===== src/verilog/fsrs_pkg.sv =====
// constants, types and state layout of the receiver restart sequencer
package fsrs_pkg;
  // ****************************************
  // register bus and map
  // ****************************************
  localparam int          DW             = 8;
  localparam int          AW             = 6;
  localparam logic [5:0]  ADR_RX_CFG     = 6'h00;
  localparam logic [5:0]  ADR_SYNC_CFG   = 6'h04;
  localparam logic [5:0]  ADR_SEQ_CFG    = 6'h08;
  localparam logic [5:0]  ADR_FRONT_AMP  = 6'h0C;
  localparam logic [5:0]  ADR_COLL_THR   = 6'h10;
  localparam logic [5:0]  ADR_POST_WAIT  = 6'h14;
  localparam logic [5:0]  ADR_TO_BASE    = 6'h18;
  localparam logic [5:0]  ADR_STATUS     = 6'h24;
  localparam logic [5:0]  ADR_STEP       = 6'h04;
  // receiver_setup_reg fields
  localparam int          RXC_COLL       = 7;
  localparam int          RXC_KEEP       = 6;
  localparam int          RXC_RELOCK     = 5;
  localparam int          RXC_AFC        = 4;
  localparam int          RXC_AGC        = 3;
  localparam logic [7:0]  RXC_STORE_MASK = 8'h9F;
  // sequencer_setup_reg fields
  localparam int          SEQ_START      = 7;
  localparam int          SEQ_STOP       = 6;
  localparam int          SEQ_QUIET      = 5;
  localparam int          SEQ_ROUTE_LO   = 3;
  localparam int          SEQ_REST       = 2;
  localparam int          SEQ_EXP_RESTART = 0;
  localparam logic [7:0]  SEQ_STORE_MASK = 8'h3F;
  // status fields
  localparam int          STAT_ACTIVE    = 7;
  localparam int          STAT_STATE_LO  = 4;
  // codes
  localparam logic [2:0]  TRIG_NONE      = 3'h0;
  localparam logic [2:0]  TRIG_RSSI      = 3'h1;
  localparam logic [2:0]  TRIG_PRE       = 3'h6;
  localparam logic [2:0]  TRIG_BOTH      = 3'h7;
  localparam logic [1:0]  AR_OFF         = 2'h0;
  localparam logic [1:0]  AR_RELOCK      = 2'h2;
  localparam logic [1:0]  RT_REST        = 2'h0;
  localparam logic [1:0]  RT_RX          = 2'h1;
  localparam logic [1:0]  RT_TX          = 2'h2;
  localparam logic [2:0]  MODE_SLEEP     = 3'h0;
  localparam logic [2:0]  MODE_STBY      = 3'h1;
  localparam logic [2:0]  MODE_TX        = 3'h3;
  localparam logic [2:0]  MODE_RX        = 3'h5;
  // ****************************************
  // timing
  // ****************************************
  localparam int          NUM_TO         = 3;
  localparam int          TIMEOUT_SCALE  = 16;
  localparam int          CLK_PERIOD_NS  = 4;
  localparam int          RELOCK_TIME_NS = 20000;
  localparam int          RELOCK_CYC_DEF = (RELOCK_TIME_NS + CLK_PERIOD_NS - 1) / CLK_PERIOD_NS;
  // ****************************************
  // types
  // ****************************************
  typedef enum logic [2:0] {
    seq_halted_state        = 3'h0,
    seq_idle_state          = 3'h1,
    seq_tx_state            = 3'h2,
    seq_rx_state            = 3'h3,
    seq_got_frame_state     = 3'h4,
    seq_rest_choice_state   = 3'h5,
    seq_listen_expiry_state = 3'h6,
    seq_fifo_wait_state     = 3'h7
  } fsrs_seq_t;
  typedef enum logic [1:0] {
    ar_idle  = 2'h0,
    ar_empty = 2'h1,
    ar_delay = 2'h2,
    ar_lock  = 2'h3
  } fsrs_ar_t;
  typedef struct packed {
    logic rssi_irq;
    logic lead_in_found_flag;
    logic sync_found_flag;
    logic packet_ready_flag;
    logic fifo_empty;
    logic fifo_thr_irq;
    logic packet_sent;
    logic seq_timer_one;
    logic seq_timer_two;
    logic bit_tick;
  } fsrs_rx_ev_t;
  typedef struct packed {
    logic                rx_restart;
    logic                restart_relock;
    logic                gain_corr_start;
    logic                freq_corr_start;
    logic                gain_manual;
    logic [2:0]          front_gain;
    logic [NUM_TO-1:0]   timeout_irq;
  } fsrs_rx_ctl_t;
  typedef struct packed {
    fsrs_seq_t              seq;
    logic                   seq_ran;
    logic [2:0]             init_mode;
    logic [2:0]             mode;
    logic [7:0]             rx_cfg;
    logic [1:0]             sync_cfg;
    logic [7:0]             seq_cfg;
    logic [2:0]             gain;
    logic [7:0]             coll_thr;
    logic [7:0]             post_wait;
    logic [NUM_TO-1:0][7:0] to_val;
    logic [NUM_TO-1:0]      seen;
    logic [11:0]            bit_cnt;
    logic [7:0]             rssi_prev;
    logic                   arm;
    fsrs_ar_t               ar;
    logic [15:0]            ar_cnt;
    logic [7:0]             rdata;
    fsrs_rx_ctl_t           ctl;
  } fsrs_state_t;
endpackage : fsrs_pkg


===== src/verilog/fsrs_top.sv =====
// receiver restart control and mode sequencer of the fsk receiver
//
// Overview of operation
// - correction once per packet after each restart
// - trigger select picks correction start event
// - auto gain corrects; else manual gain applies
// - restart command ignored unless mode settled
// - auto restart mode 00: never restart
// - mode 01: restart after fifo empty, wait
// - mode 10: as 01 plus relock delay
// - collision restart on sudden rssi rise
// - collision threshold in 1 dB steps
// - sequencer runs only outside spread spectrum
// - start from sleep/standby, remember mode
// - stop forces sequencer off anytime
// - off from rest choice restores initial mode
// - idle: low power, only timer one
// - transmit state tx on, receive rx on
// - got frame: receiver stays on
// - rest choice goes to off or idle
// - any of three timeouts enters expiry action
// - quiet mode bit: 0 standby, 1 sleep
// - rest bit: 0 off, 1 idle
// - launch route picks first state
// - timeout after value times 16 bit periods
`timescale 1ns/100ps
module fsrs_top
#(
  parameter int RELOCK_CYC = fsrs_pkg::RELOCK_CYC_DEF
)
(
  // clock and reset
  input  wire logic                    clk,
  input  wire logic                    reset,
  // register port
  input  wire logic [fsrs_pkg::AW-1:0] addr,
  input  wire logic [fsrs_pkg::DW-1:0] wdata,
  input  wire logic                    we,
  input  wire logic                    re,
  output logic      [fsrs_pkg::DW-1:0] rdata,
  // chip status
  input  wire logic                    mode_settled_flag,
  input  wire logic                    spread_mode,
  input  wire logic [2:0]              host_mode,
  input  wire logic [7:0]              rssi_value,
  input  wire fsrs_pkg::fsrs_rx_ev_t   rx_ev,
  // receiver control
  output fsrs_pkg::fsrs_rx_ctl_t       rx_ctl,
  output logic      [2:0]              chip_mode,
  output logic                         seq_active
);
  import fsrs_pkg::*;

  fsrs_state_t s_reg;
  fsrs_state_t s_next;
  logic        man_go;
  logic        auto_go;
  logic        coll_go;
  logic        exp_go;

  // ****************************************
  // next state
  // ****************************************
  always_comb
  begin
    logic       wr_rx;
    logic       wr_seq;
    logic       rx_on;
    logic       event_hit;
    logic [8:0] rise_lim;
    wr_rx     = we && (addr == ADR_RX_CFG);
    wr_seq    = we && (addr == ADR_SEQ_CFG);
    rx_on     = (s_reg.mode == MODE_RX);
    event_hit = 1'b0;
    rise_lim  = {1'b0, s_reg.rssi_prev} + {1'b0, s_reg.coll_thr};
    s_next    = s_reg;
    s_next.ctl.rx_restart      = 1'b0;
    s_next.ctl.restart_relock  = 1'b0;
    s_next.ctl.gain_corr_start = 1'b0;
    s_next.ctl.freq_corr_start = 1'b0;
    s_next.ctl.timeout_irq     = '0;
    s_next.rdata = '0;
    // register writes; command bits are never stored
    if (wr_rx)
      s_next.rx_cfg = wdata & RXC_STORE_MASK;
    if (we && addr == ADR_SYNC_CFG)
      s_next.sync_cfg = wdata[1:0];
    if (wr_seq)
      s_next.seq_cfg = wdata & SEQ_STORE_MASK;
    if (we && addr == ADR_FRONT_AMP)
      s_next.gain = wdata[2:0];
    if (we && addr == ADR_COLL_THR)
      s_next.coll_thr = wdata;
    if (we && addr == ADR_POST_WAIT)
      s_next.post_wait = wdata;
    for (int i = 0; i < NUM_TO; i++)
    begin
      if (we && addr == ADR_TO_BASE + 6'(i) * ADR_STEP)
        s_next.to_val[i] = wdata;
      if (re && addr == ADR_TO_BASE + 6'(i) * ADR_STEP)
        s_next.rdata = s_reg.to_val[i];
    end
    // register reads, data in the following cycle
    if (re)
    begin
      case (addr)
        ADR_RX_CFG    : s_next.rdata = s_reg.rx_cfg;
        ADR_SYNC_CFG  : s_next.rdata = {6'h00, s_reg.sync_cfg};
        ADR_SEQ_CFG   : s_next.rdata = s_reg.seq_cfg;
        ADR_FRONT_AMP : s_next.rdata = {5'h00, s_reg.gain};
        ADR_COLL_THR  : s_next.rdata = s_reg.coll_thr;
        ADR_POST_WAIT : s_next.rdata = s_reg.post_wait;
        ADR_STATUS    :
        begin
          s_next.rdata[STAT_ACTIVE] = (s_reg.seq != seq_halted_state);
          s_next.rdata[STAT_STATE_LO +: 3] = s_reg.seq;
          s_next.rdata[2:0] = s_reg.mode;
        end
        default       : ;
      endcase
    end
    // gain source follows the auto gain bit
    s_next.ctl.gain_manual = !s_next.rx_cfg[RXC_AGC];
    s_next.ctl.front_gain  = s_next.gain;
    // manual restart, taken only while the mode has settled
    man_go = wr_rx && (wdata[RXC_KEEP] || wdata[RXC_RELOCK]) && mode_settled_flag;
    // collision: rise above previous sample by more than the threshold
    coll_go = 1'b0;
    if (rx_ev.bit_tick)
    begin
      s_next.rssi_prev = rssi_value;
      coll_go = s_reg.rx_cfg[RXC_COLL] && rx_on && ({1'b0, rssi_value} > rise_lim);
    end
    // automatic restart after a valid packet
    auto_go = 1'b0;
    case (s_reg.ar)
      ar_idle  :
        if (rx_on && rx_ev.packet_ready_flag && s_reg.sync_cfg != AR_OFF)
          s_next.ar = ar_empty;
      ar_empty :
        if (rx_ev.fifo_empty)
        begin
          s_next.ar     = ar_delay;
          s_next.ar_cnt = {8'h00, s_reg.post_wait};
        end
      ar_delay :
        if (s_reg.ar_cnt == '0)
        begin
          if (s_reg.sync_cfg == AR_RELOCK)
          begin
            s_next.ar     = ar_lock;
            s_next.ar_cnt = 16'(RELOCK_CYC);
          end
          else
          begin
            s_next.ar = ar_idle;
            auto_go   = 1'b1;
          end
        end
        else if (rx_ev.bit_tick)
          s_next.ar_cnt = s_reg.ar_cnt - 16'h0001;
      ar_lock  :
        if (s_reg.ar_cnt == '0)
        begin
          s_next.ar = ar_idle;
          auto_go   = 1'b1;
        end
        else
          s_next.ar_cnt = s_reg.ar_cnt - 16'h0001;
      default  : s_next.ar = ar_idle;
    endcase
    if (!rx_on || s_reg.sync_cfg == AR_OFF)
    begin
      s_next.ar = ar_idle;
      auto_go   = 1'b0;
    end
    // sequencer
    exp_go = (s_reg.seq == seq_listen_expiry_state) && s_reg.seq_cfg[SEQ_EXP_RESTART];
    case (s_reg.seq)
      seq_halted_state        :
        if (wr_seq && wdata[SEQ_START] && !wdata[SEQ_STOP]
            && (host_mode == MODE_SLEEP || host_mode == MODE_STBY))
        begin
          s_next.init_mode = host_mode;
          s_next.seq_ran   = 1'b1;
          case (wdata[SEQ_ROUTE_LO +: 2])
            RT_REST : s_next.seq = seq_rest_choice_state;
            RT_RX   : s_next.seq = seq_rx_state;
            RT_TX   : s_next.seq = seq_tx_state;
            default : s_next.seq = seq_fifo_wait_state;
          endcase
        end
      seq_idle_state          :
        if (rx_ev.seq_timer_one)
          s_next.seq = seq_rx_state;
      seq_fifo_wait_state     :
        if (rx_ev.fifo_thr_irq)
          s_next.seq = seq_tx_state;
      seq_tx_state            :
        if (rx_ev.packet_sent)
          s_next.seq = seq_rest_choice_state;
      seq_rx_state            :
        if (rx_ev.seq_timer_two)
          s_next.seq = seq_rest_choice_state;
        else if (|s_reg.ctl.timeout_irq)
          s_next.seq = seq_listen_expiry_state;
        else if (rx_ev.packet_ready_flag)
          s_next.seq = seq_got_frame_state;
      seq_got_frame_state     :
        if (rx_ev.fifo_empty)
          s_next.seq = seq_rest_choice_state;
      seq_rest_choice_state   :
        s_next.seq = s_reg.seq_cfg[SEQ_REST] ? seq_idle_state : seq_halted_state;
      seq_listen_expiry_state :
        s_next.seq = exp_go ? seq_rx_state : seq_rest_choice_state;
      default                 : s_next.seq = seq_halted_state;
    endcase
    if ((wr_seq && wdata[SEQ_STOP]) || spread_mode)
      s_next.seq = seq_halted_state;
    if (s_reg.seq_ran && s_reg.seq == seq_halted_state && host_mode != s_reg.init_mode)
      s_next.seq_ran = 1'b0;
    // chip mode
    case (s_next.seq)
      seq_halted_state        :
        s_next.mode = s_next.seq_ran ? s_next.init_mode : host_mode;
      seq_idle_state          :
        s_next.mode = s_next.seq_cfg[SEQ_QUIET] ? MODE_SLEEP : MODE_STBY;
      seq_tx_state            : s_next.mode = MODE_TX;
      seq_rx_state,
      seq_got_frame_state,
      seq_listen_expiry_state : s_next.mode = MODE_RX;
      default                 : s_next.mode = s_next.init_mode;
    endcase
    // restart output
    if (man_go || auto_go || coll_go || exp_go)
    begin
      s_next.ctl.rx_restart     = 1'b1;
      s_next.ctl.restart_relock = man_go ? wdata[RXC_RELOCK]
                                         : (auto_go && s_reg.sync_cfg == AR_RELOCK);
    end
    // receive timeouts counted in bit periods since receiver turn-on or restart
    if (rx_on && rx_ev.bit_tick && s_reg.bit_cnt != '1)
      s_next.bit_cnt = s_reg.bit_cnt + 12'h001;
    for (int i = 0; i < NUM_TO; i++)
    begin
      if ((i == 0 && rx_ev.rssi_irq) || (i == 1 && rx_ev.lead_in_found_flag)
          || (i == 2 && rx_ev.sync_found_flag))
        s_next.seen[i] = 1'b1;
      else if (rx_on && rx_ev.bit_tick && !s_reg.seen[i] && s_reg.to_val[i] != '0
               && s_next.bit_cnt == 12'(s_reg.to_val[i]) * 12'(TIMEOUT_SCALE))
      begin
        s_next.ctl.timeout_irq[i] = 1'b1;
        s_next.seen[i] = 1'b1;
      end
    end
    // correction start on the selected event
    case (s_reg.rx_cfg[2:0])
      TRIG_RSSI : event_hit = rx_ev.rssi_irq;
      TRIG_PRE  : event_hit = rx_ev.lead_in_found_flag;
      TRIG_BOTH : event_hit = rx_ev.rssi_irq || rx_ev.lead_in_found_flag;
      default   : event_hit = 1'b0;
    endcase
    if (s_reg.arm && rx_on && event_hit)
    begin
      s_next.arm = 1'b0;
      s_next.ctl.gain_corr_start = s_reg.rx_cfg[RXC_AGC];
      s_next.ctl.freq_corr_start = s_reg.rx_cfg[RXC_AGC] && s_reg.rx_cfg[RXC_AFC];
    end
    // receiver turn-on or restart rearms correction and timeouts
    if (s_next.ctl.rx_restart || (s_next.mode == MODE_RX && !rx_on))
    begin
      s_next.arm     = 1'b1;
      s_next.bit_cnt = '0;
      s_next.seen    = '0;
    end
  end

  // ****************************************
  // state register
  // ****************************************
  always_ff @(posedge clk)
  begin
    if (reset)
      s_reg <= '0;
    else
      s_reg <= s_next;
  end

  assign rdata      = s_reg.rdata;
  assign rx_ctl     = s_reg.ctl;
  assign chip_mode  = s_reg.mode;
  assign seq_active = (s_reg.seq != seq_halted_state);
endmodule : fsrs_top


===== config.mk =====
export PLATFORM = sky130hd
export DESIGN_NAME = fsrs_top
export DESIGN_NICKNAME = d
export VERILOG_FILES = /design/src/verilog/fsrs_pkg.sv /design/src/verilog/fsrs_top.sv
export SDC_FILE = /design/constraint.sdc
export NUM_CORES = 1
export LEC_CHECK = 0
export ABC_AREA = 1
export BUFFER_PORTS_ARGS = -buffer_cell sky130_fd_sc_hd__buf_2
export CORE_MARGIN = 5
export CORE_UTILIZATION = 40
export DETAILED_ROUTE_END_ITERATION = 16
export SLEW_MARGIN = 10
export SYNTH_ARGS = -nofsm -noshare
export SYNTH_HDL_FRONTEND = slang
export SYNTH_SLANG_ARGS = --single-unit

===== constraint.sdc =====
create_clock -name clk -period 7.45 [get_ports clk]
set_clock_uncertainty 0.1 [all_clocks]
set_input_delay 1.8625 -clock clk [delete_from_list [all_inputs] [get_ports clk]]
set_output_delay 1.8625 -clock clk [all_outputs]
set_load 0.02 [all_outputs]

**Word level (Yosys, flattened, before mapping)**

Cells that the tools add are included.

- Divide/modulo/power cells: 0
- Multipliers: 0
- Equality and inequality tests: 45
- Reductions and logical operators: 86
- Add/subtract/negate cells: 3
- Shifts and indexed selects: 0
- Bitwise logic cells: 2
- Order comparisons: 1
- Multiplexer cells: 60

Operators with widths:

| kind | number |
|---|---|
| $mux 16 | 4 |
| $pmux 16 s3 | 1 |
| $logic_and 1x1->1 | 41 |
| $eq 12x12->1 | 3 |
| $mux 3 | 11 |
| $mux 8 | 4 |
| $eq 3x3->1 const B | 10 |
| $eq 6x5->1 const B | 4 |
| $pmux 3 s8 | 1 |
| $pmux 4 s6 | 1 |
| $reduce_bool 8->1 | 3 |
| $pmux 3 s7 | 1 |
| $mux 1 | 20 |
| $mux 18 | 1 |
| $logic_not 16->1 | 1 |
| $reduce_or 2->1 | 8 |
| $sub 16x1->16 const B | 1 |
| $add 12x1->12 const B | 1 |
| $eq 3x1->1 const B | 4 |
| $eq 3x2->1 const B | 4 |
| $eq 6x4->1 const B | 2 |
| $eq 6x6->1 const B | 2 |
| $mux 12 | 1 |
| $ne 12x12->1 const B | 1 |
| other kinds (29) | 67 |

- Bits of input ports: 41
- Logic and storage cells: 229
- Memories: 0
- Latch bits: 0
- Memory bits (writable): 0
- Register bits: 125
- Output and inout bits: 23
- Memory bits (read-only): 0

**Longest topological paths before layout**

- Depth in word-level cells: 15
- Depth in mapped cells: 18
- Gate-level depth less buffers: 17

**Worst setup path after synthesis**

No wires, ideal clock.

- Kind: input -> register
- Start: input port addr[3] in the netlist's numbering
- End: register s_reg[54] in the netlist's numbering
- Arrival time: 3.371 ns
- Data required time: 7.228 ns
- Buffers on the path: 1
- Path slack: 3.856 ns
- Cell stages on the path: 16
- Cells stage by stage: inv_1 -> nor2_2 -> nand3_4 -> nor2_8 -> nand3_2 -> nand2_2 -> inv_2 -> nor2_4 -> nor2_1 -> nand2_1 -> nand2_1 -> nor2_1 -> nand3_2 -> nand3_4 -> buf_12 -> nor2_4

- Cells in the longest elaborated chain, start to end: 15

Ends and longest elaborated chain:

| item | line | RTL |
|---|---|---|
| start, declared | fsrs_top.sv:36 | `input wire logic [fsrs_pkg::AW-1:0] addr,` |
| $eq 6x4->1 | fsrs_top.sv:72 | `wr_seq = we && (addr == ADR_SEQ_CFG);` |
| $logic_and 1x1->1 | fsrs_top.sv:72 |  |
| $logic_and 1x1->1 (2 in series) | fsrs_top.sv:181 | `if (wr_seq && wdata[SEQ_START] && !wdata[SEQ_STOP]` |
| $logic_and 1x1->1 | fsrs_top.sv:182 | `&& (host_mode == MODE_SLEEP \|\| host_mode == MODE_STBY))` |
| $mux 7 | fsrs_top.sv:181 |  |
| $pmux 3 s8 | fsrs_top.sv:179 | `case (s_reg.seq)` |
| $mux 3 | fsrs_top.sv:218 | `if ((wr_seq && wdata[SEQ_STOP]) \|\| spread_mode)` |
| $eq 3x2->1 or $eq 3x3->1 (tied branches) | fsrs_top.sv:223 | `case (s_next.seq)` |
| $reduce_or 3->1 | fsrs_top.sv:223 |  |
| $pmux 3 s4 | fsrs_top.sv:223 |  |
| $eq 3x3->1 | fsrs_top.sv:270 | `if (s_next.ctl.rx_restart \|\| (s_next.mode == MODE_RX && !rx_on))` |
| $logic_and 1x1->1 | fsrs_top.sv:270 |  |
| $logic_or 1x1->1 (*) | fsrs_top.sv:270 |  |
| $reduce_or 2->1 (no line) (*) | -- |  |
| end signal, assigned | fsrs_top.sv:286 | `s_reg <= s_next;` |
| end, declared | fsrs_top.sv:54 | `fsrs_state_t s_reg;` |

Mark *: on every way between the ends. The rest lies on a longest branch, timed or not.
A chain may end at the register's enable or synchronous reset.

**Worst setup path in the final report**

- Start: input port addr[1] in the netlist's numbering
- End: register s_reg[60] in the netlist's numbering

The elaborated chain is that of the path after synthesis.

==> results.py <==
metrics = {
    "cells_and_area": {
        "largest_reg_flops": 103,
        "layout.nets": 1108,
        "mostFrequentLayoutCells": "nand2_1 (152), dfxtp_1 (125), inv_1 (119)",
        "final_core_util_pct": 45.4,
        "syn_to_final_growth_pct": 12.2,
        "drive_gt1_share_pct": 14.7,
        "final_common_cell": "nand2_1",
        "fillers": 1809,
        "antenna-diode-count": 0,
    },
    "floorplan": {
        "rows": 49,
        "die_x_um": 144,
        "die_area_um2": 20800,
        "fp.dieH_um": 144,
        "initial_core_util_pct": 40.5,
        "core_um2": 17800,
        "ioPinCount": 64,
    },
    "timing": {
        "fin_setup_tns_ns": 0,
        "maxSlewViolCount": 0,
        "post-route-period-util_pct": 55.6,
        "slew_headroom_pct": 40.1,
        "grt_setup_unrepaired": "no",
        "setup_viol": 0,
        "finalCriticalPeriod_ns": 4.14,
        "worst_pin_slew_ns": 0.891,
        "hold_viol": 0,
        "fmax_mhz": 242,
    },
    "drt": {
        "firstDrtPassIters": 5,
        "drtIter0Drc": 566,
        "drc": 0,
        "routedWlPerCell_um": 16.2,
        "postRouteAntennaNets": 0,
        "wl_mm": 20.8,
        "routed_via_density": 5.17,
        "dr_total_vias": 6639,
    },
    "pwr": {
        "power_uw": 1600,
        "ir_worst_vdd_mv": 0.168,
        "p_leak_uw": 0.00345,
        "power-per-cell-area_nw_per_um2": 197,
    },
    "critical_path": {
        "cp_max_fo": 15,
        "setup.worst_path.start_class": "input pin",
        "critPathArrivalTime_ns": 4.33,
        "crit_path_end_kind": "flop",
        "critPathKind": "in -> reg",
        "rrSetupSlack_ns": 3.60,
        "worst_ep_required_time_ns": 7.64,
    },
    "status": {
        "status": "complete, no violations",
    },
    "clock_tree": {
        "cts.sinks": 125,
        "clockBufferDepth": 2,
        "root_buffer": "clkbuf_16",
        "cts-buffers-inserted": 17,
        "cts_setup_buffers": 0,
        "cts_hold_buf": 0,
        "worstSkewPairLatency_ns": 0.42,
        "cts_tree": "yes",
        "htree_levels": 4,
        "clk_pin_slew_worst_paths_ns": 0.05,
        "post_cts_resize_count": 0,
    },
    "yosys": {
        "synth_fa_ha_area_share_pct": 3.74,
        "synth_edf_count": 0,
        "synthFlopType": "dfxtp_1",
        "ys_async_sr_fraction_pct": 0,
        "synth_top_family_by_area": "simple AND/OR/NAND/NOR gates",
        "yosys.area_share.simple_pct": 28.3,
        "ys_ff_latch": 125,
        "synthesis.instances": 1008,
        "synth_seq_area_share_pct": 34.7,
        "syn-num-nets": 1070,
        "synth.avg_cell_area_um2": 7.16,
        "synth_mux_area_share_pct": 0,
        "synth_compound_area_share_pct": 17.9,
        "synth_warnings": 0,
        "synthXorXnorAreaFrac_pct": 4.61,
        "ys_types": 53,
        "synth.cell_area_um2": 7220,
    },
    "placed_design": {
        "io_buffer_count": 63,
        "gp_congestion": 0.953,
        "hpwl_mm": 15.9,
    },
    "grt": {
        "overflow": 0,
        "grt_pass1_wl_mm": 32.9,
        "first_global_vias": 6203,
        "antenna_found_initial": 0,
        "track_usage_pct": 20.3,
        "grt_max_degree": 72,
    },
    "job": {
        "max_cap_violations": 0,
    },
    "hold_path": {
        "hold_class": "reg -> reg",
    },
}
-- final timing paths --
check,endpoint,cells past startpoint,start
worst min-delay path,s_reg[108],2,s_reg[108]
worst min register to register,s_reg[108],2,s_reg[108]
worst max-delay path,s_reg[60],13,addr[1]
worst max register to register,s_reg[46],16,s_reg[93]
-- stage by stage --
stage                     instances  hold slack (ns)  setup WS [ns]  instance area [um2]
after floorplan                1008            0.330           3.86                 7220
after global routing           1284            0.405           3.09                 8100
final                          1284            0.380           3.31                 8100
after CTS                      1284            0.373           3.38                 8100
after global placement         1256            0.349           3.09                 7550
after detailed placement       1256            0.365           2.95                 7550
-- Yosys cell counts (3+ instances only) --
cell type | instances | area share, %
nor2_2 | 8 | 0.69
nand3_4 | 3 | 0.73
nor4_1 | 6 | 0.52
ha_1 | 20 | 3.5
o22ai_1 | 11 | 0.95
nand3_2 | 6 | 0.83
a311oi_1 | 4 | 0.49
nor2_1 | 112 | 5.8
buf_4 | 23 | 2.4
nor2_4 | 16 | 2.5
a21oi_1 | 92 | 6.4
nand2_1 | 152 | 7.9
a211oi_1 | 9 | 0.94
nand2_2 | 7 | 0.61
inv_2 | 7 | 0.36
dfxtp_1 | 125 | 35
xor2_1 | 29 | 3.5
nand4_1 | 18 | 1.6
nand3_1 | 57 | 4.0
a22oi_1 | 9 | 0.94
o21ai_0 | 82 | 5.7
nand3b_1 | 6 | 0.62
or2_2 | 7 | 0.61
xnor2_1 | 9 | 1.1
a221oi_1 | 6 | 0.73
clkbuf_1 | 17 | 0.88
buf_2 | 4 | 0.28
nor3_1 | 16 | 1.1
inv_1 | 120 | 6.2
-- critical path: stages --
cell and delay, ns:
buf_2 0.11, nor2_4 0.19, nand3_1 0.18, nor2_1 0.28, inv_1 0.13, nor2_1 0.56
nand2_1 0.11, a21oi_1 0.15, inv_1 0.07, nand3b_1 0.09, a21oi_1 0.10, nand3_4 0.38
nor2_1 0.10
-- area by class of cell --
type                            count  area, um2  area share, %
Clock inverter                      7       92.6           1.14
Inverter                          130        492           6.07
Multi-Input combinational cell    707       3940           48.6
Sequential cell                   125       2500           30.9
Clock buffer                       21        460           5.68
Timing Repair Buffer               65        330           4.08
Tap cell                          229        287           3.54
-- layer usage --
metal / track usage [%] / vias to the layer above / share of wire [%] / wire (um)
met5: 0 / - / 0 / 0
met4: 6.58 / 0 / 2.1 / 445
met3: 4.76 / 29 / 5.3 / 1110
met2: 32.8 / 189 / 46 / 9660
met1: 26.9 / 2992 / 46 / 9630
li1: - / 3429 / - / -
-- kinds of logic after synthesis --
group | count (synthesis)
AOI/OAI and AO/OA | 229
buffers and inverters | 176
adders and majority gates | 21
xor gates and xnor gates | 38
and+or+nand+nor | 419
DFF | 125
-- power breakdown --
group | switching, uW | internal (uW) | total [uW]
logic | 79.3 | 37.5 | 117
registers | 7.81 | 678 | 686
clock network | 295 | 500 | 795
(Power assumes the default switching activity.)
